<file path="src/logic/ccs_pkg.sv">
// Purpose: Constants, types and field layouts for the charge controller
// Assumes: 25 MHz ref_clk, APB register access, 32-bit data
// Notes: Long timer counts are defaults for top-level parameters
// Behaviour
// RQ1: Keep input switcher off until lockout comparator reports supply good.
// RQ2: Turn input switcher off when the lockout drop comparator trips.
// RQ3: Command one-tenth charge current while battery is below trickle level.
// RQ4: Below trickle level over half an hour ends charging as bad battery.
// RQ5: Above trickle level, charge at full programmed constant current.
// RQ6: On reaching float voltage enter constant voltage, start safety timer.
// RQ7: Safety timer expiry stops charging and stays terminated.
// RQ8: After termination, recharge only after a filtered drop below 4.1V.
// RQ9: Filtered recharge drop clears a running safety timer.
// RQ10: Lockout or disable cycling restarts the charge and clears timers.
// RQ11: Status pin is pulled low throughout a normal charge cycle.
// RQ12: At float with current below one tenth, status pin is released.
// RQ13: Faults switch the status pin at 35kHz, duty alternating each half.
// RQ14: Temperature fault alternates 6.25% and 93.75% duty at 1.5Hz.
// RQ15: Bad battery fault alternates 12.5% and 87.5% duty at 6.1Hz.
// RQ16: Input current limit masks the one-tenth comparator for status.
// RQ17: Hot or cold thermistor comparator pauses charging until both clear.
// RQ18: Temperature pause in constant voltage also freezes the safety timer.
// RQ19: Grounded thermistor input disables temperature pausing and faults.
// RQ20: Host discards a duty reading of exactly one half and re-measures.
// RQ21: Effective disable is the pin ORed with the register bit.
// RQ22: All timing counts ref_clk cycles; comparator inputs are synchronised.
// RQ23: With both faults present, show the temperature fault pattern.
package ccs_pkg;
  localparam int CLK_HZ = 25_000_000;
  localparam int CARRIER_HZ = 35_000;
  localparam int CARRIER_CYC = CLK_HZ / CARRIER_HZ;
  localparam int CARRIER_W = 10;
  localparam int DUTY_DEN = 16;
  localparam int THERM_DUTY_LO = 1;
  localparam int THERM_DUTY_HI = 15;
  localparam int BAD_DUTY_LO = 2;
  localparam int BAD_DUTY_HI = 14;
  localparam int THERM_BLINK_MHZ = 1500;
  localparam int BAD_BLINK_MHZ = 6100;
  localparam longint THERM_HALF_CYC =
    (longint'(CLK_HZ) * 1000) / (2 * THERM_BLINK_MHZ);
  localparam longint BAD_HALF_CYC =
    (longint'(CLK_HZ) * 1000) / (2 * BAD_BLINK_MHZ);
  localparam int BLINK_W = 24;
  localparam int TRICKLE_TIMEOUT_S = 1800;
  localparam int SAFETY_TIME_S = 14400;
  localparam int RECHARGE_FILTER_US = 1300;
  localparam longint TRICKLE_CYC = longint'(CLK_HZ) * TRICKLE_TIMEOUT_S;
  localparam longint SAFETY_CYC = longint'(CLK_HZ) * SAFETY_TIME_S;
  localparam longint RECHARGE_CYC =
    (longint'(CLK_HZ) * RECHARGE_FILTER_US + 999_999) / 1_000_000;
  localparam int TIMER_W = 40;
  localparam int ADDR_W = 8;
  localparam logic [7:0] ADDR_CTRL = 8'h00;
  localparam logic [7:0] ADDR_STAT = 8'h04;
  localparam int CTRL_DIS_BIT = 0;
  localparam logic CTRL_DIS_RESET = 1'b0;
  localparam int STAT_STATE_LSB = 0;
  localparam int STAT_SWEN_BIT = 4;
  localparam int STAT_TEMP_BIT = 5;
  localparam int STAT_REL_BIT = 6;
  localparam int STAT_PIN_BIT = 7;

  typedef enum logic [2:0] {
    ST_OFF = 3'b000,
    ST_TRICKLE = 3'b001,
    ST_CC = 3'b010,
    ST_CV = 3'b011,
    ST_DONE = 3'b100,
    ST_BADBAT = 3'b101
  } ccs_state_type;

  typedef struct packed {
    logic lock_rise_ok;
    logic lock_fall_trip;
    logic below_trickle;
    logic at_float;
    logic below_recharge;
    logic below_c10;
    logic in_current_limit;
    logic therm_hot;
    logic therm_cold;
    logic therm_grounded;
  } ccs_comp_type;
endpackage : ccs_pkg

</file>
<file path="src/logic/ccs_charger.sv">
// Purpose: Charge cycle sequencing, timers and status pin encoding
// Assumes: Comparator results arrive asynchronously; APB master on ref_clk
// Notes: Analog loops act on charge_enable and trickle_current only
`timescale 1ns/1ps
module ccs_charger #(
  parameter logic [ccs_pkg::TIMER_W-1:0] TRICKLE_CYC_P =
    ccs_pkg::TIMER_W'(ccs_pkg::TRICKLE_CYC),
  parameter logic [ccs_pkg::TIMER_W-1:0] SAFETY_CYC_P =
    ccs_pkg::TIMER_W'(ccs_pkg::SAFETY_CYC),
  parameter logic [ccs_pkg::TIMER_W-1:0] RECHARGE_CYC_P =
    ccs_pkg::TIMER_W'(ccs_pkg::RECHARGE_CYC),
  parameter logic [ccs_pkg::BLINK_W-1:0] THERM_HALF_CYC_P =
    ccs_pkg::BLINK_W'(ccs_pkg::THERM_HALF_CYC),
  parameter logic [ccs_pkg::BLINK_W-1:0] BAD_HALF_CYC_P =
    ccs_pkg::BLINK_W'(ccs_pkg::BAD_HALF_CYC)
) (
  input wire logic ref_clk,
  input wire logic sys_rst,
  input wire ccs_pkg::ccs_comp_type comp_in,
  input wire logic charger_disable_pin,
  input wire logic charge_status_output_in,
  output logic charge_status_output_out,
  output logic charge_status_output_oe_n,
  output logic switcher_enable,
  output logic charge_enable,
  output logic trickle_current,
  input wire logic [ccs_pkg::ADDR_W-1:0] paddr,
  input wire logic psel,
  input wire logic penable,
  input wire logic pwrite,
  input wire logic [31:0] pwdata,
  output logic [31:0] prdata,
  output logic pready,
  output logic pslverr
);
  import ccs_pkg::*;

  localparam int SYNC_W = $bits(ccs_comp_type) + 2;

  logic [SYNC_W-1:0] sync_q;
  ccs_comp_type s;
  logic dis_pin_s;
  logic pin_level_s;

  // Every comparator and pin passes two flops before use [RQ22]
  ccs_sync #(
    .WIDTH(SYNC_W)
  ) u_sync (
    .ref_clk(ref_clk),
    .sys_rst(sys_rst),
    .d({comp_in, charger_disable_pin, charge_status_output_in}),
    .q(sync_q)
  );

  assign s = ccs_comp_type'(sync_q[SYNC_W-1:2]);
  assign dis_pin_s = sync_q[1];
  assign pin_level_s = sync_q[0];

  function automatic logic [CARRIER_W-1:0] duty_cycles(input int n);
    duty_cycles = CARRIER_W'((n * CARRIER_CYC) / DUTY_DEN);
  endfunction : duty_cycles

  function automatic logic addr_mapped(input logic [ADDR_W-1:0] a);
    addr_mapped = (a == ADDR_CTRL) || (a == ADDR_STAT);
  endfunction : addr_mapped

  // Register state
  logic ctrl_dis;
  logic next_ctrl_dis;
  logic [31:0] next_prdata;
  logic next_pready;
  logic next_pslverr;

  // Sequencer state
  ccs_state_type state;
  ccs_state_type next_state;
  logic [TIMER_W-1:0] trk_cnt;
  logic [TIMER_W-1:0] next_trk_cnt;
  logic [TIMER_W-1:0] saf_cnt;
  logic [TIMER_W-1:0] next_saf_cnt;
  logic [TIMER_W-1:0] rch_cnt;
  logic [TIMER_W-1:0] next_rch_cnt;
  logic next_switcher_enable;
  logic next_charge_enable;
  logic next_trickle_current;

  // Status pin state
  logic [CARRIER_W-1:0] car_cnt;
  logic [CARRIER_W-1:0] next_car_cnt;
  logic [BLINK_W-1:0] blink_cnt;
  logic [BLINK_W-1:0] next_blink_cnt;
  logic blink_phase;
  logic next_blink_phase;
  logic next_oe_n;

  logic active;
  logic temp_fault;
  logic rch_hit;
  logic released;
  logic fault_temp;
  logic fault_bad;

  // Effective disable ORs the pin with the register bit [RQ21]
  assign active = switcher_enable & ~(dis_pin_s | ctrl_dis);
  // Grounded thermistor masks both temperature comparators [RQ19]
  assign temp_fault = (s.therm_hot | s.therm_cold) & ~s.therm_grounded;
  // Qualifies only once the drop outlasts the filter window [RQ8]
  assign rch_hit = s.below_recharge && (rch_cnt == RECHARGE_CYC_P);
  // Current limit masks the one-tenth comparator [RQ12] [RQ16]
  assign released = (state == ST_OFF) || (state == ST_DONE) ||
                    ((state == ST_CV) && s.at_float && s.below_c10 &&
                     !s.in_current_limit);
  // Temperature pattern wins when both faults coexist [RQ23]
  assign fault_temp = temp_fault && (state != ST_OFF) &&
                      (state != ST_DONE);
  assign fault_bad = (state == ST_BADBAT) && !fault_temp;

  // Input switcher lockout with hysteresis; the drop trip wins
  always_comb begin
    next_switcher_enable = switcher_enable;
    if (s.lock_fall_trip) begin
      next_switcher_enable = 1'b0; // [RQ2]
    end else if (s.lock_rise_ok) begin
      next_switcher_enable = 1'b1; // [RQ1]
    end
  end

  // Recharge filter counts consecutive low cycles and saturates
  always_comb begin
    next_rch_cnt = '0;
    if (s.below_recharge) begin
      if (rch_cnt > RECHARGE_CYC_P) begin
        next_rch_cnt = rch_cnt;
      end else begin
        next_rch_cnt = rch_cnt + TIMER_W'(1); // [RQ8]
      end
    end
  end

  always_comb begin
    next_state = state;
    next_trk_cnt = trk_cnt;
    next_saf_cnt = saf_cnt;
    if (!active) begin
      // Lockout or disable restarts the cycle and clears the trickle and safety timers [RQ10]
      next_state = ST_OFF;
      next_trk_cnt = '0;
      next_saf_cnt = '0;
    end else begin
      case (state)
        ST_OFF: begin
          next_state = ST_TRICKLE;
          next_trk_cnt = '0;
          next_saf_cnt = '0;
        end
        ST_TRICKLE: begin
          if (!s.below_trickle) begin
            next_state = ST_CC; // [RQ5]
            next_trk_cnt = '0;
          end else if (trk_cnt >= TRICKLE_CYC_P) begin
            next_state = ST_BADBAT; // [RQ4]
          end else if (!temp_fault) begin
            next_trk_cnt = trk_cnt + TIMER_W'(1);
          end
        end
        ST_CC: begin
          if (s.at_float) begin
            next_state = ST_CV; // [RQ6]
            next_saf_cnt = '0;
          end
        end
        ST_CV: begin
          if (rch_hit) begin
            next_saf_cnt = '0; // [RQ9]
          end else if (saf_cnt >= SAFETY_CYC_P) begin
            next_state = ST_DONE; // [RQ7]
          end else if (!temp_fault) begin
            // Pausing for temperature also freezes the timer [RQ18]
            next_saf_cnt = saf_cnt + TIMER_W'(1);
          end
        end
        ST_DONE: begin
          if (rch_hit) begin
            next_state = ST_TRICKLE; // [RQ8]
            next_trk_cnt = '0;
            next_saf_cnt = '0;
          end
        end
        ST_BADBAT: begin
          next_state = ST_BADBAT;
        end
        default: begin
          next_state = ST_OFF;
        end
      endcase
    end
    // Charging pauses while a temperature fault stands [RQ17]
    next_charge_enable = ((next_state == ST_TRICKLE) ||
                          (next_state == ST_CC) ||
                          (next_state == ST_CV)) && !temp_fault;
    next_trickle_current = (next_state == ST_TRICKLE); // [RQ3]
  end

  // Carrier and blink generators for the fault patterns
  always_comb begin
    logic [BLINK_W-1:0] half;
    logic [CARRIER_W-1:0] thr;
    half = fault_temp ? THERM_HALF_CYC_P : BAD_HALF_CYC_P;
    thr = '0;
    next_car_cnt = car_cnt + CARRIER_W'(1);
    if (car_cnt >= CARRIER_W'(CARRIER_CYC - 1)) begin
      next_car_cnt = '0; // [RQ13]
    end
    next_blink_cnt = '0;
    next_blink_phase = 1'b0;
    if (fault_temp || fault_bad) begin
      next_blink_phase = blink_phase;
      next_blink_cnt = blink_cnt + BLINK_W'(1);
      if (blink_cnt >= half - BLINK_W'(1)) begin
        next_blink_cnt = '0;
        next_blink_phase = ~blink_phase; // [RQ13]
      end
    end
    if (fault_temp) begin
      thr = blink_phase ? duty_cycles(THERM_DUTY_HI) :
                          duty_cycles(THERM_DUTY_LO); // [RQ14]
    end else begin
      thr = blink_phase ? duty_cycles(BAD_DUTY_HI) :
                          duty_cycles(BAD_DUTY_LO); // [RQ15]
    end
    if (fault_temp || fault_bad) begin
      next_oe_n = !(car_cnt < thr);
    end else begin
      next_oe_n = released; // [RQ11] [RQ12]
    end
  end

  // APB slave: zero-wait access, read data prepared in the setup cycle
  always_comb begin
    next_ctrl_dis = ctrl_dis;
    next_pready = psel && !penable;
    next_prdata = '0;
    next_pslverr = psel && !penable && !addr_mapped(paddr);
    if (psel && !penable && !pwrite) begin
      case (paddr)
        ADDR_CTRL: begin
          next_prdata[CTRL_DIS_BIT] = ctrl_dis;
        end
        ADDR_STAT: begin
          next_prdata[STAT_STATE_LSB +: 3] = state;
          next_prdata[STAT_SWEN_BIT] = switcher_enable;
          next_prdata[STAT_TEMP_BIT] = temp_fault;
          next_prdata[STAT_REL_BIT] = charge_status_output_oe_n;
          next_prdata[STAT_PIN_BIT] = pin_level_s;
        end
        default: begin
          next_prdata = '0;
        end
      endcase
    end
    if (psel && penable && pready && pwrite && (paddr == ADDR_CTRL)) begin
      next_ctrl_dis = pwdata[CTRL_DIS_BIT]; // [RQ21]
    end
  end

  always_ff @(posedge ref_clk or posedge sys_rst) begin
    if (sys_rst) begin
      ctrl_dis <= CTRL_DIS_RESET;
      prdata <= '0;
      pready <= 1'b0;
      pslverr <= 1'b0;
      state <= ST_OFF;
      trk_cnt <= '0;
      saf_cnt <= '0;
      rch_cnt <= '0;
      switcher_enable <= 1'b0;
      charge_enable <= 1'b0;
      trickle_current <= 1'b0;
      car_cnt <= '0;
      blink_cnt <= '0;
      blink_phase <= 1'b0;
      charge_status_output_oe_n <= 1'b1;
      charge_status_output_out <= 1'b0;
    end else begin
      ctrl_dis <= next_ctrl_dis;
      prdata <= next_prdata;
      pready <= next_pready;
      pslverr <= next_pslverr;
      state <= next_state;
      trk_cnt <= next_trk_cnt;
      saf_cnt <= next_saf_cnt;
      rch_cnt <= next_rch_cnt;
      switcher_enable <= next_switcher_enable;
      charge_enable <= next_charge_enable;
      trickle_current <= next_trickle_current;
      car_cnt <= next_car_cnt;
      blink_cnt <= next_blink_cnt;
      blink_phase <= next_blink_phase;
      charge_status_output_oe_n <= next_oe_n;
      charge_status_output_out <= 1'b0;
    end
  end
endmodule : ccs_charger

</file>
<file path="src/logic/ccs_sync.sv">
// Purpose: Two-stage synchroniser for asynchronous level inputs
// Assumes: Inputs are slow levels relative to ref_clk
// Notes: First stage feeds only the second stage
`timescale 1ns/1ps
module ccs_sync #(
  parameter int WIDTH = 1
) (
  input wire logic ref_clk,
  input wire logic sys_rst,
  input wire logic [WIDTH-1:0] d,
  output logic [WIDTH-1:0] q
);
  logic [WIDTH-1:0] meta;

  always_ff @(posedge ref_clk or posedge sys_rst) begin
    if (sys_rst) begin
      meta <= '0;
      q <= '0;
    end else begin
      meta <= d;
      q <= meta;
    end
  end
endmodule : ccs_sync
</file>
<file path="config.mk">
export PLATFORM = sky130hd
export DESIGN_NAME = ccs_charger
export DESIGN_NICKNAME = d
export VERILOG_FILES = /design/src/logic/ccs_pkg.sv /design/src/logic/ccs_charger.sv /design/src/logic/ccs_sync.sv
export SDC_FILE = /design/constraint.sdc
export NUM_CORES = 1
export LEC_CHECK = 0
export BUFFER_PORTS_ARGS = -buffer_cell sky130_fd_sc_hd__buf_2
export CORE_UTILIZATION = 64
export DETAILED_ROUTE_END_ITERATION = 12
export PLACE_DENSITY = 0.88
export SYNTH_ARGS = -nofsm -noshare
export SYNTH_HDL_FRONTEND = slang
export SYNTH_HIERARCHICAL = 1
export SYNTH_SLANG_ARGS = --single-unit
</file>
<file path="constraint.sdc">
create_clock -name ref_clk -period 12.28 [get_ports ref_clk]
set_input_delay 1.842 -clock ref_clk [delete_from_list [all_inputs] [get_ports ref_clk]]
set_output_delay 1.842 -clock ref_clk [all_outputs]
set_load 0.05 [all_outputs]
</file>
Word level (Yosys, flattened, before mapping):

Index checks and enable logic that the tools add are counted.

* bits in registers: 221
* input bits: 57

* bitwise gates (word level): 7
* magnitude comparators: 6
* add/sub/neg operators: 6
* multiplexer cells: 38
* eq/ne operators: 21
* reduce and logical (&&, ||, !) cells: 34

Operators with widths (number)
* 2-to-1 mux 40 bit: 12
* one-hot mux 40 bit (4 select lines): 1
* adder 40 x 1 -> 40 bit (second input constant): 3
* one-hot mux 40 bit (3 select lines): 1
* 2-to-1 mux 24 bit: 2
* equality test 40 x 15 -> 1 bit (second input constant): 1
* >= comparator 40 x 36 -> 1 bit (second input constant): 1
* >= comparator 40 x 39 -> 1 bit (second input constant): 1
* > comparator 40 x 15 -> 1 bit (second input constant): 1
* 2-to-1 mux 10 bit: 4
* adder 24 x 1 -> 24 bit (second input constant): 1
* >= comparator 24 bit: 1
* subtractor 23 x 1 -> 24 bit (second input constant): 1
* 2-to-1 mux 23 bit: 1
* 2-to-1 mux 3 bit: 7
* one-hot mux 3 bit (6 select lines): 1
* != test 4 bit (second input constant): 4
* logical AND 1 bit: 15
* equality test 3 x 2 -> 1 bit (second input constant): 4
* adder 10 x 1 -> 10 bit (second input constant): 1
* >= comparator 10 bit (second input constant): 1
* < comparator 10 bit: 1
* equality test 8 x 3 -> 1 bit (second input constant): 1
* zero test 8 bit: 1
* other kinds (23): 45

Logic depth before layout (Yosys ltp):

Gate-level depths: netlist (run 1).

* word-level depth: 9
* gate-level depth with buffers: 13
* mapped depth without buffers: 12

Hierarchy:

Netlist (run 1), hierarchy kept.

By module, submodules not included
* ccs_charger: seq. area each 4305.4 µm², times used 1, cells each 1001, area each 9387.8 µm²
* ccs_sync: seq. area each 600.6 µm², times used 1, cells each 25, area each 604.3 µm²

Worst setup path after synthesis (run 1):

OpenSTA, ideal clock, no wires.

* path kind: register to register
* from: register state[1]
* to: register blink_phase
* data arrival time: 2904 ps
* library setup time: 125 ps
* slack: 9252 ps
* clock period less this slack: 3028 ps
* cell stages (with the launch flop): 11
* cell sequence: dfrtp_1 > clkbuf_1 > o21ai_0 > inv_1 > ha_1 > a21oi_1 > o21ai_0 > a2111o_1 > a21oi_1 > nor2_1 > mux2_2

* longest elaborated chain between the ends: 7
* elaborated cells on any way between the ends: 13

Ends and longest elaborated chain
* from (decl): RTL line ccs_charger.sv:75 `ccs_state_type state;`
* from (signal assigned): RTL line ccs_charger.sv:289 `state <= next_state;`
* nonzero test 3 bit: RTL line ccs_charger.sv:114 `assign fault_temp = temp_fault && (state != ST_OFF) &&`
* logical AND 1 bit (2 in series): RTL line ccs_charger.sv:114
* 2-to-1 mux 23 bit or zero test 1 bit (tied branches): RTL line ccs_charger.sv:208, ccs_charger.sv:116
* subtractor 23 x 1 -> 24 bit or logical AND 1 bit (tied branches): RTL line ccs_charger.sv:219, ccs_charger.sv:116
* >= comparator 24 bit or logical OR 1 bit (tied branches): RTL line ccs_charger.sv:219, ccs_charger.sv:216
* != test 2 x 1 -> 1 bit (no source line) or 2-to-1 mux 1 bit (tied branches)
* to (signal assigned): RTL line ccs_charger.sv:298 `blink_phase <= next_blink_phase;`
* to (decl): RTL line ccs_charger.sv:92 `logic blink_phase;`

Parallel ways exist; a longest one is shown, timed or not.
A chain may end at the register's enable or synchronous reset.

Worst setup path after layout (run 1):

* from: register u_sync.q[7]
* to: register trk_cnt[33]

* longest elaborated chain between the ends: 3

Ends and longest elaborated chain
* from (decl): RTL line ccs_sync.sv:11 `output logic [WIDTH-1:0] q`
* from (signal assigned): RTL line ccs_sync.sv:21 `q <= meta;`
* logical AND 1 bit: RTL line ccs_charger.sv:108 `assign rch_hit = s.below_recharge && (rch_cnt == RECHARGE_CYC_P);`
* != test 3 bit (no source line)
* AND reduction 4 bit (no source line)
* to (signal assigned): RTL line ccs_charger.sv:290 `trk_cnt <= next_trk_cnt;`
* to (decl): RTL line ccs_charger.sv:77 `logic [TIMER_W-1:0] trk_cnt;`

No other way between the ends.

==> metrics, run 1 <==
# setup viols final 0; Syn Area/Cell 9.74 sq um; Clock Path Buffers 2; Port Buf Inserts 38; core area 0.0152 sq mm; hold_ws 345 ps; type of origin of the critical path flip-flop; worst vdd ir 0.000131 V; Post-Route WL 21.6 mm; Setup Crit Path Kind reg2reg; overall routing resource usage 0.287; register area share after synthesis 0.491; Final period util 0.290; Multi-input gate area 0.00468 sq mm; Clock transition at path regs 70 ps; Congestion Overflow GR 0; Initial Util 0.657; CTS tree done; Register Area 0.00491 sq mm; area delta synth->final 8.50%; ANT nets after route 0; metal2 WL 11.0 mm; top routing layer in use met4; PostCTS Resize Cnt 0; num rows 45; Worst Skew 14.7 ps; Slew Viols, Final 0; EDFF count, synth 0; I/O Pins 96; Fmax achieved 281 MHz; LEAKAGE 4.76 nW; DIE WIDTH 127 microns; WP data arrival 3880 ps; Final Critical Period 3560 ps; relative slew slack 0.219; final count of hold timing violations 0; die height 127 microns; vias in the first global route 7732; antenna cell count 0; Setup crit end kind flip-flop; DR iter-0 viols 686; total vias in the final route 7869; CTS H-tree depth 4; critical path required time 12600 ps; maximum number of pins on one net before global-route repair 99; Avg WL per Cell 17.3 microns; Vias per Instance 6.30; first-pass GRT wire length 36.9 mm; Synth Instances 1026; number of antenna violations at the first check in global routing 0; postcts setup bufs 0; full die area 0.0161 sq mm; hold buffers post-CTS 0; DR pass1 iterations 5; drt drc 0; clk_lat worst skew 440 ps; met1 WL 9.20 mm; HPWL Detailed 13.7 mm; #FFs+latches synth 196; # fillers 1033; post-synth cell types 70; routability cong. 0.827; Main synth FF type dfrtp_1; asr flop ratio synth 1.00; Syn Std Cell Area 0.00999 sq mm; CTS root buffer clkbuf_16; Pwr Density 123 mW/mm^2; CTS Buf Count 17; final net count 1139; CTS sink cnt 196; HP Class reg2reg; layout cells sized above 1 0.0895; routed length on met3 910 microns; Worst-Margin Slew 1170 ps; Syn. warnings 6; RSZ-0062 raised after global routing no; Worst Path Max Fanout 32; max_cap viols 0; status completed; Sum Neg Setup Slack 0 ps
## report_power, final
group	switching, W	leakage [nW]	total [W]	internal, W
Clock	0.000247	0.313	0.000613	0.000366
Combinational	0.0000528	1.79	0.0000645	0.0000117
Sequential	0.00000596	2.66	0.000658	0.000652
## worst max-delay path, stage by stage, from the launching register on
cell,delay [ps]
dfrtp_1,840
inv_1,470
nor4b_4,710
a21oi_1,140
buf_4,220
nor2_1,320
buf_4,370
nor2_1,100
a31o_2,260
## per-stage QoR
| step | util | total power, W | setup slack (ps) | cells | instance area, sq um |
|---|---|---|---|---|---|
| after floorplan | - | 0.000725 | 5780 | 1051 | 10100 |
| after global placement | 0.671 | 0.000733 | 8670 | 1220 | 10200 |
| after CTS | 0.713 | 0.00134 | 8760 | 1250 | 10800 |
| after global routing | 0.713 | 0.00137 | 8430 | 1250 | 10800 |
| final | 0.713 | 0.00134 | 8720 | 1250 | 10800 |
| after detailed placement | 0.671 | 0.000735 | 8650 | 1220 | 10200 |
## layout by cell type, fill, tap and decap left out, types with 4 or more instances in the layout
cell type	count
or3_1	22
a2111oi_2	4
o21ai_1	4
inv_1	37
o31ai_1	14
o211ai_1	20
buf_2	38
a21oi_1	55
nand3_1	56
a31oi_1	6
nor2_1	101
and4_1	11
ha_1	31
buf_4	5
o21ai_0	41
or4_1	31
nand2b_1	11
a211oi_1	6
and3_1	31
o21a_1	4
bufinv_16	5
xnor2_1	25
mux2i_1	9
clkbuf_16	17
nor4_1	15
dfrtp_1	195
nand4_1	18
xor2_1	18
nor3_1	21
o21bai_1	4
nand2_1	85
conb_1	26
and2_1	36
## Yosys cell counts, drive strengths merged, types with 8 or more instances
library cell    n  share of area
buf            38          0.027
nand4          19          0.013
and2           36          0.023
a21oi          55          0.028
and3           31          0.019
nor4           16          0.012
mux2i           9         0.0090
xnor2          25          0.022
or4            31          0.023
dfrtp         195           0.49
nand3          56          0.028
a211oi          8         0.0070
or3            22          0.014
o31ai          14          0.011
o211ai         20          0.015
nand2b         11         0.0069
nor3           21          0.011
clkbuf         24         0.0091
inv            38          0.014
nand2          85          0.032
xor2           18          0.016
o21ai          46          0.023
ha             31          0.039
nor2          101          0.038
and4           11         0.0096
## kinds of logic after synthesis
logic type | synth area share
flip-flops | 0.491
multiplexers | 0.0113
adder cells (fa/ha/maj) | 0.0388
AO/OA/AOI/OAI | 0.129
XOR/XNOR | 0.0377
buffers and inverters | 0.0508
AND/OR/NAND/NOR | 0.241
other | 0.000375
## registers in the layout (all words and copies together) (netlist names), 7 cells and up
| signal | flops |
|---|---|
| u_sync/q | 12 |
| car_cnt | 10 |
| prdata | 7 |
| u_sync/meta | 12 |
| saf_cnt | 40 |
| trk_cnt | 40 |
| rch_cnt | 40 |
| blink_cnt | 24 |
## area by class of cell
class                   count  share of cell area
clock inverters            12              0.0187
repair buffers             43              0.0210
well taps                 188              0.0217
inverters                  38              0.0136
multi-input cells         755               0.432
clock buffers              18              0.0405
flip-flops and latches    196               0.453
## final timing paths
check / start / endpoint / slack, ps / cells after the start
max reg2reg: u_sync/q[7]$_DFF_PP0_ / trk_cnt[33]$_DFFE_PP0P_ / 8720 / 8
min in group asynchronous: sys_rst / blink_cnt[11]$_DFF_PP0_ / 1610 / 2
min: u_sync/meta[8]$_DFF_PP0_ / u_sync/q[8]$_DFF_PP0_ / 340 / 0
max in group asynchronous: sys_rst / saf_cnt[39]$_DFFE_PP0P_ / 9200 / 3
min reg2reg: u_sync/meta[8]$_DFF_PP0_ / u_sync/q[8]$_DFF_PP0_ / 340 / 0
max: u_sync/q[7]$_DFF_PP0_ / trk_cnt[33]$_DFFE_PP0P_ / 8720 / 8
## metal layers
metal	vias up	global-route usage
li1	3674	-
met1	3914	0.365
met2	227	0.486
met3	54	0.0540
met4	0	0.114
met5	-	0
Note: power is estimated with default switching activity, not from simulation.
==> run 2: changes to the inputs <==
--- a/config.mk
+++ b/config.mk
@@ -5,10 +5,11 @@
 export SDC_FILE = /design/constraint.sdc
 export NUM_CORES = 1
 export LEC_CHECK = 0
+export ABC_AREA = 1
 export BUFFER_PORTS_ARGS = -buffer_cell sky130_fd_sc_hd__buf_2
-export CORE_UTILIZATION = 64
+export CORE_UTILIZATION = 61
 export DETAILED_ROUTE_END_ITERATION = 12
-export PLACE_DENSITY = 0.88
+export PLACE_DENSITY = 0.84
 export SYNTH_ARGS = -nofsm -noshare
 export SYNTH_HDL_FRONTEND = slang
 export SYNTH_HIERARCHICAL = 1
==> constraint.sdc (replaced) <==
create_clock -name ref_clk -period 3.52 [get_ports ref_clk]
set_input_delay 0.528 -clock ref_clk [delete_from_list [all_inputs] [get_ports ref_clk]]
set_output_delay 0.528 -clock ref_clk [all_outputs]
set_load 0.05 [all_outputs]
==> run 2 against run 1 <==
  * Register-to-register slack worse by 8400 ps
  * Critical path depth up 5
  * Total power grew to 3.4 times the previous value
  * Setup slack got worse by 8400 ps
==> metrics, run 2 <==
Slew Viols, Final 0 (unchanged); CTS sink cnt 196 (unchanged); Syn Std Cell Area 0.0119 sq mm (+19%); final setup margin 336 ps (-8390 ps); drt drc 0 (unchanged); first-pass GRT wire length 46.9 mm (+27%); Pwr Density 357 mW/mm^2 (+190%); CP max stage delay 530 ps (-310 ps); HP Class in2reg; Synth top cells by count 454 x nand2_1, 259 x nor2_1, 195 x dfrtp_1, 134 x inv_1, 111 x nand3_1; Syn. warnings 6 (unchanged); Syn Area/Cell 7.21 sq um (-26%); Port Buf Inserts 38 (unchanged); Sum Neg Setup Slack 0 ps (unchanged); Final Critical Period 3180 ps (-374 ps); CTS tree done; count leader, synth nand2_1; Avg WL per Cell 14.3 microns (-17%); status completed; postcts setup bufs 0 (unchanged); WP data arrival 3530 ps (-350 ps); Placed Cells 1914 (+57%); DIE WIDTH 142 microns (+11%); most frequent cells in the layout 454 x nand2_1, 259 x nor2_1, 195 x dfrtp_1; CTS H-tree depth 4 (unchanged); worst-path cell chain nor2_1, inv_1, nor2_1, inv_1, ha_1, a21oi_1, o21ai_0, nand2_1, o211ai_1, a21oi_1, nand4_1, buf_4, nor3_1; RSZ-0062 raised after global routing no; main area contributors after synthesis dfrtp_1 41%, nand2_1 14%, nor2_1 8.2%, nand3_1 4.7%, inv_1 4.2%; LEAKAGE 5.75 nW (+21%); Worst-Margin Slew 925 ps (-244 ps); antenna cell count 0 (unchanged); Synth top area share 0.411 (-0.0774); DR pass1 iterations 6 (+1); Initial Util 0.628 (-0.0288); critical path required time 3870 ps (-8730 ps); worst vdd ir 0.000355 V (+170%); max_cap viols 0 (unchanged); most common cell after layout, fill and taps aside nand2_1; hold buffers post-CTS 0 (unchanged); DR iter-0 viols 779 (+14%); CTS Buf Count 17 (unchanged); biggest regs rch_cnt: 40 flops, saf_cnt: 40 flops, trk_cnt: 40 flops; I/O Pins 96 (unchanged); routability cong. 0.964 (+17%); PostCTS Resize Cnt 0 (unchanged); Congestion Overflow GR 0 (unchanged); Synth Instances 1646 (+60%); total power 0.00457 W (+240%); relative slew slack 0.382 (+0.164); num rows 50 (+11%); dpl ws 432 ps (-8220 ps); Post-Route WL 27.9 mm (+29%); Main synth FF type dfrtp_1; Final period util 0.905 (+0.615); clk_lat worst skew 440 ps (about the same); asr flop ratio synth 1.00 (unchanged); #FFs+latches synth 196 (unchanged); post-synth top area cell dfrtp_1; Setup Crit Path Kind reg2reg; die height 142 microns (+11%); total vias in the final route 10700 (+36%); Worst Path Max Fanout 14 (-56%); core area 0.0189 sq mm (+24%); slowest CP cell nand4_1; critical path's top delay family simple AND/OR/NAND/NOR gates; crit path buf inv count 3 (unchanged); Final Util 0.678 (-0.0351); register area share after synthesis 0.413 (-0.0778); Clock transition at path regs 80 ps (about the same); type of origin of the critical path flip-flop; overall routing resource usage 0.294 (+0.00717); full die area 0.0200 sq mm (+24%); final non-filler cell total 1946 (+56%); EDFF count, synth 0 (unchanged); Worst Skew 12.9 ps (-1.75 ps); final net count 1761 (+55%); layout cells sized above 1 0.0884 (-0.00108); # fillers 1617 (+57%); Fmax achieved 314 MHz (+12%); area delta synth->final 7.89%; number of antenna violations at the first check in global routing 0 (unchanged); CTS root buffer clkbuf_16; ANT nets after route 0 (unchanged); vias in the first global route 9779 (+26%); maximum number of pins on one net before global-route repair 56 (-43%); HPWL Detailed 20.0 mm (+46%); # setup viols final 0 (unchanged); post-synth cell types 47 (-33%); final count of hold timing violations 0 (unchanged); Setup crit end kind flip-flop; Clock Path Buffers 2 (unchanged); Vias per Instance 5.49 (-13%)
==> run 2: cell families after synthesis <==
family          synth area share
simple gates               0.365
buf+inv                   0.0890
flops                      0.413
compound gates            0.0619
xor+xnor                  0.0369
fa+ha+maj                 0.0327
other cells             0.000316
mux                     0.000948
==> run 2: final cells by class <==
type / count / area [sq um] / share of cell area
Clock inverter: 14 / 176 / 0.0138
Clock buffer: 18 / 439 / 0.0343
Inverter: 162 / 612 / 0.0478
Sequential cell: 196 / 4910 / 0.383
Multi-Input combinational cell: 1241 / 6010 / 0.469
Timing Repair Buffer: 55 / 343 / 0.0268
Tap cell: 260 / 325 / 0.0254
==> run 2: per-layer routing <==
layer,global-route usage,part of all wire,vias to the layer above
li1,-,-,5296
met1,0.412,0.46,4989
met2,0.478,0.46,353
met3,0.0412,0.060,42
met4,0.0855,0.018,0
met5,0,0,-
==> run 2: report_power, final <==
group	internal [W]	switching, W	leakage (nW)	total, W
Sequential	0.00227	0.0000117	2.66	0.00228
Combinational	0.0000452	0.000216	2.79	0.000261
Clock	0.00104	0.000978	0.302	0.00202
Total	0.00336	0.00121	5.75	0.00457
==> run 2: path summary, 6_finish.rpt <==
path | start | depth (start not counted) | slack (ps) | end
max in group asynchronous | sys_rst | 4 | 2310 | saf_cnt[25]$_DFFE_PP0P_
min in group asynchronous | sys_rst | 2 | 190 | pready$_DFF_PP0_
worst min-delay path | comp_in[9] | 1 | 180 | u_sync/meta[11]$_DFF_PP0_
worst max-delay path | u_sync/q[2]$_DFF_PP0_ | 13 | 340 | blink_cnt[23]$_DFF_PP0_
worst max register to register | u_sync/q[2]$_DFF_PP0_ | 13 | 340 | blink_cnt[23]$_DFF_PP0_
worst min register to register | u_sync/meta[0]$_DFF_PP0_ | 0 | 350 | u_sync/q[0]$_DFF_PP0_
==> run 2: through the flow <==
stage | hold slack [ps] | instance area [sq um]
global placement | 331 | 12200
detailed placement | 337 | 12200
floorplan | 331 | 12000
CTS | 173 | 12800
global route | 173 | 12800
finish | 182 | 12800
==> run 3: changes to the inputs <==
==> constraint.sdc (replaced) <==
create_clock -name ref_clk -period 3.52 [get_ports ref_clk]
set_input_delay 0.176 -clock ref_clk [delete_from_list [all_inputs] [get_ports ref_clk]]
set_output_delay 0.176 -clock ref_clk [all_outputs]
set_load 0.05 [all_outputs]
==> run 3 against run 2 <==
  * Combinational power rose by 3%
  * Clock power fell by 3%
  * Core utilization rose by 0.68 points
  * Via count rose by 0.16%
==> metrics, run 3 (same netlist as run 2, synthesis figures left out) <==
status completed; Setup Crit Path Kind reg2reg; Slew Viols, Final 0 (unchanged); Sw Ratio 0.268 (+0.00423); clock share of power 0.433 (-0.010); Sum Neg Setup Slack 0 ps (unchanged); Psw 0.00121 W (+0.32%); ANT nets after route 0 (unchanged); CTS sink cnt 196 (unchanged); Vias per Instance 5.46 (-0.56%); full die area 0.0200 sq mm (unchanged); Initial Util 0.628 (unchanged); number of antenna violations at the first check in global routing 0 (unchanged); CTS Buf Count 17 (unchanged); first-pass GRT wire length 47.5 mm (+1.2%); most frequent cells in the layout 454 x nand2_1, 259 x nor2_1, 195 x dfrtp_1; Congestion Overflow GR 0 (unchanged); DR iter-0 viols 814 (+4.5%); Final Util 0.685 (+0.00682); maximum number of pins on one net before global-route repair 83 (+48%); Post-Route WL 28.2 mm (+1.1%); LEAKAGE 5.80 nW (+0.85%); PostCTS Resize Cnt 0 (unchanged); Int Power 0.00330 W (-1.8%); antenna cell count 0 (unchanged); total vias in the final route 10700 (+0.16%); routability cong. 0.969 (+0.56%); Avg WL per Cell 14.4 microns (+0.40%); biggest regs rch_cnt: 40 flops, saf_cnt: 40 flops, trk_cnt: 40 flops; crit path launch u_sync/q[2]$_DFF_PP0_; drt drc 0 (unchanged); Fmax achieved 324 MHz (+3.3%); relative slew slack 0.355 (-0.0279); Worst Path Max Fanout 10 (-4); hold path startpoint pwrite; overall routing resource usage 0.298 (+0.00422); Gate power share 0.060 (+0.003); Clock Path Buffers 2 (unchanged); final net count 1775 (+0.80%); area delta synth->final 8.98%; Clock transition at path regs 80 ps (about the same); Setup crit end kind flip-flop; most common cell after layout, fill and taps aside nand2_1; CTS root buffer clkbuf_16; max_cap viols 0 (unchanged); Port Buf Inserts 38 (unchanged); Worst-Margin Slew 966 ps (+40.8 ps); HP Class in2reg; vias in the first global route 10000 (+2.6%); Final period util 0.876 (-0.0285); clk_lat worst skew 450 ps (about the same); worst reg2reg path startpoint u_sync/q[2]$_DFF_PP0_; sequential power share 0.507 (+0.007); critical path required time 3870 ps (about the same); RSZ-0062 raised after global routing no; DR pass1 iterations 5 (-1); Worst Skew 12.1 ps (-0.840 ps); core area 0.0189 sq mm (unchanged); DIE WIDTH 142 microns (unchanged); # setup viols final 0 (unchanged); CTS tree done; reg2reg setup slack 440 ps (+100 ps); CTS H-tree depth 4 (unchanged); I/O Pins 96 (unchanged); layout cells sized above 1 0.0865 (-0.00190); worst vdd ir 0.000361 V (+1.7%); type of origin of the critical path flip-flop; Pwr Density 349 mW/mm^2 (-2.2%); final count of hold timing violations 0 (unchanged); die height 142 microns (unchanged); num rows 50 (unchanged); WP data arrival 3440 ps (-90 ps); Final Critical Period 3080 ps (-100 ps); HPWL Detailed 19.9 mm (-0.21%)
run 3: path summary, 6_finish.rpt:
path	endpoint	cells past startpoint
min	prdata[6]$_DFF_PP0_	3
max in group asynchronous	saf_cnt[28]$_DFFE_PP0P_	4
min reg2reg	u_sync/q[4]$_DFF_PP0_	0
min in group asynchronous	pready$_DFF_PP0_	3
max reg2reg	blink_cnt[2]$_DFF_PP0_	13
max	blink_cnt[2]$_DFF_PP0_	13
run 3: worst max-delay path, cell delays in order, from the launching register on:
cell and delay (ps):
dfrtp_1 370, nor2_1 210, inv_1 140, nor2_1 150, inv_1 180, ha_1 370
a21oi_1 150, o21ai_0 120, nand2_1 90, o211ai_1 80, a21oi_1 160, nand4_1 400
buf_4 330, nor3b_1 220
run 3: through the flow:
step                      hold WS [ps]  total power (W)  std cells  setup WS [ps]  area (sq um)
after floorplan                    191          0.00254       1671            911         12000
after global placement             284          0.00258       1912            695         12200
after CTS                          123          0.00454       1960            478         12900
final                              128          0.00451       1960            436         12900
after detailed placement           285          0.00259       1912            587         12200
after global routing               151          0.00465       1960            238         12900
run 3: cell type report:
cell class                 count  area, sq um
inverter                     162          612
multi-input combinational   1241         6010
tap                          260          325
fill                        1589         5950
sequential                   196         4910
clock buffer                  18          439
clock inverter                14          160
timing repair buffer          69          488
run 3: per-layer routing:
layer | vias to the layer above | global-route usage | routed length, microns
met5 | - | 0 | 0
met4 | 0 | 0.104 | 660
met3 | 52 | 0.0493 | 1720
met2 | 364 | 0.477 | 13000
met1 | 4952 | 0.412 | 12800
li1 | 5329 | - | -
run 3: timing repair:
item	4_1_cts	5_1_grt
endpoints found under the hold margin	78	0
setup endpoints to repair	0	0
hold buffers	16	0
setup buffers	0	0
run 3: power by group through the flow:
| stage | logic (W) | registers, W | clock network (W) |
|---|---|---|---|
| 2_1_floorplan | 0.000202 | 0.00234 | 0 |
| 5_1_grt | 0.000297 | 0.00229 | 0.00206 |
| 3_5_place_dp | 0.000256 | 0.00233 | 0 |
| 3_3_place_gp | 0.000252 | 0.00233 | 0 |
| 4_1_cts | 0.000270 | 0.00229 | 0.00198 |
| 6_report | 0.000270 | 0.00229 | 0.00195 |
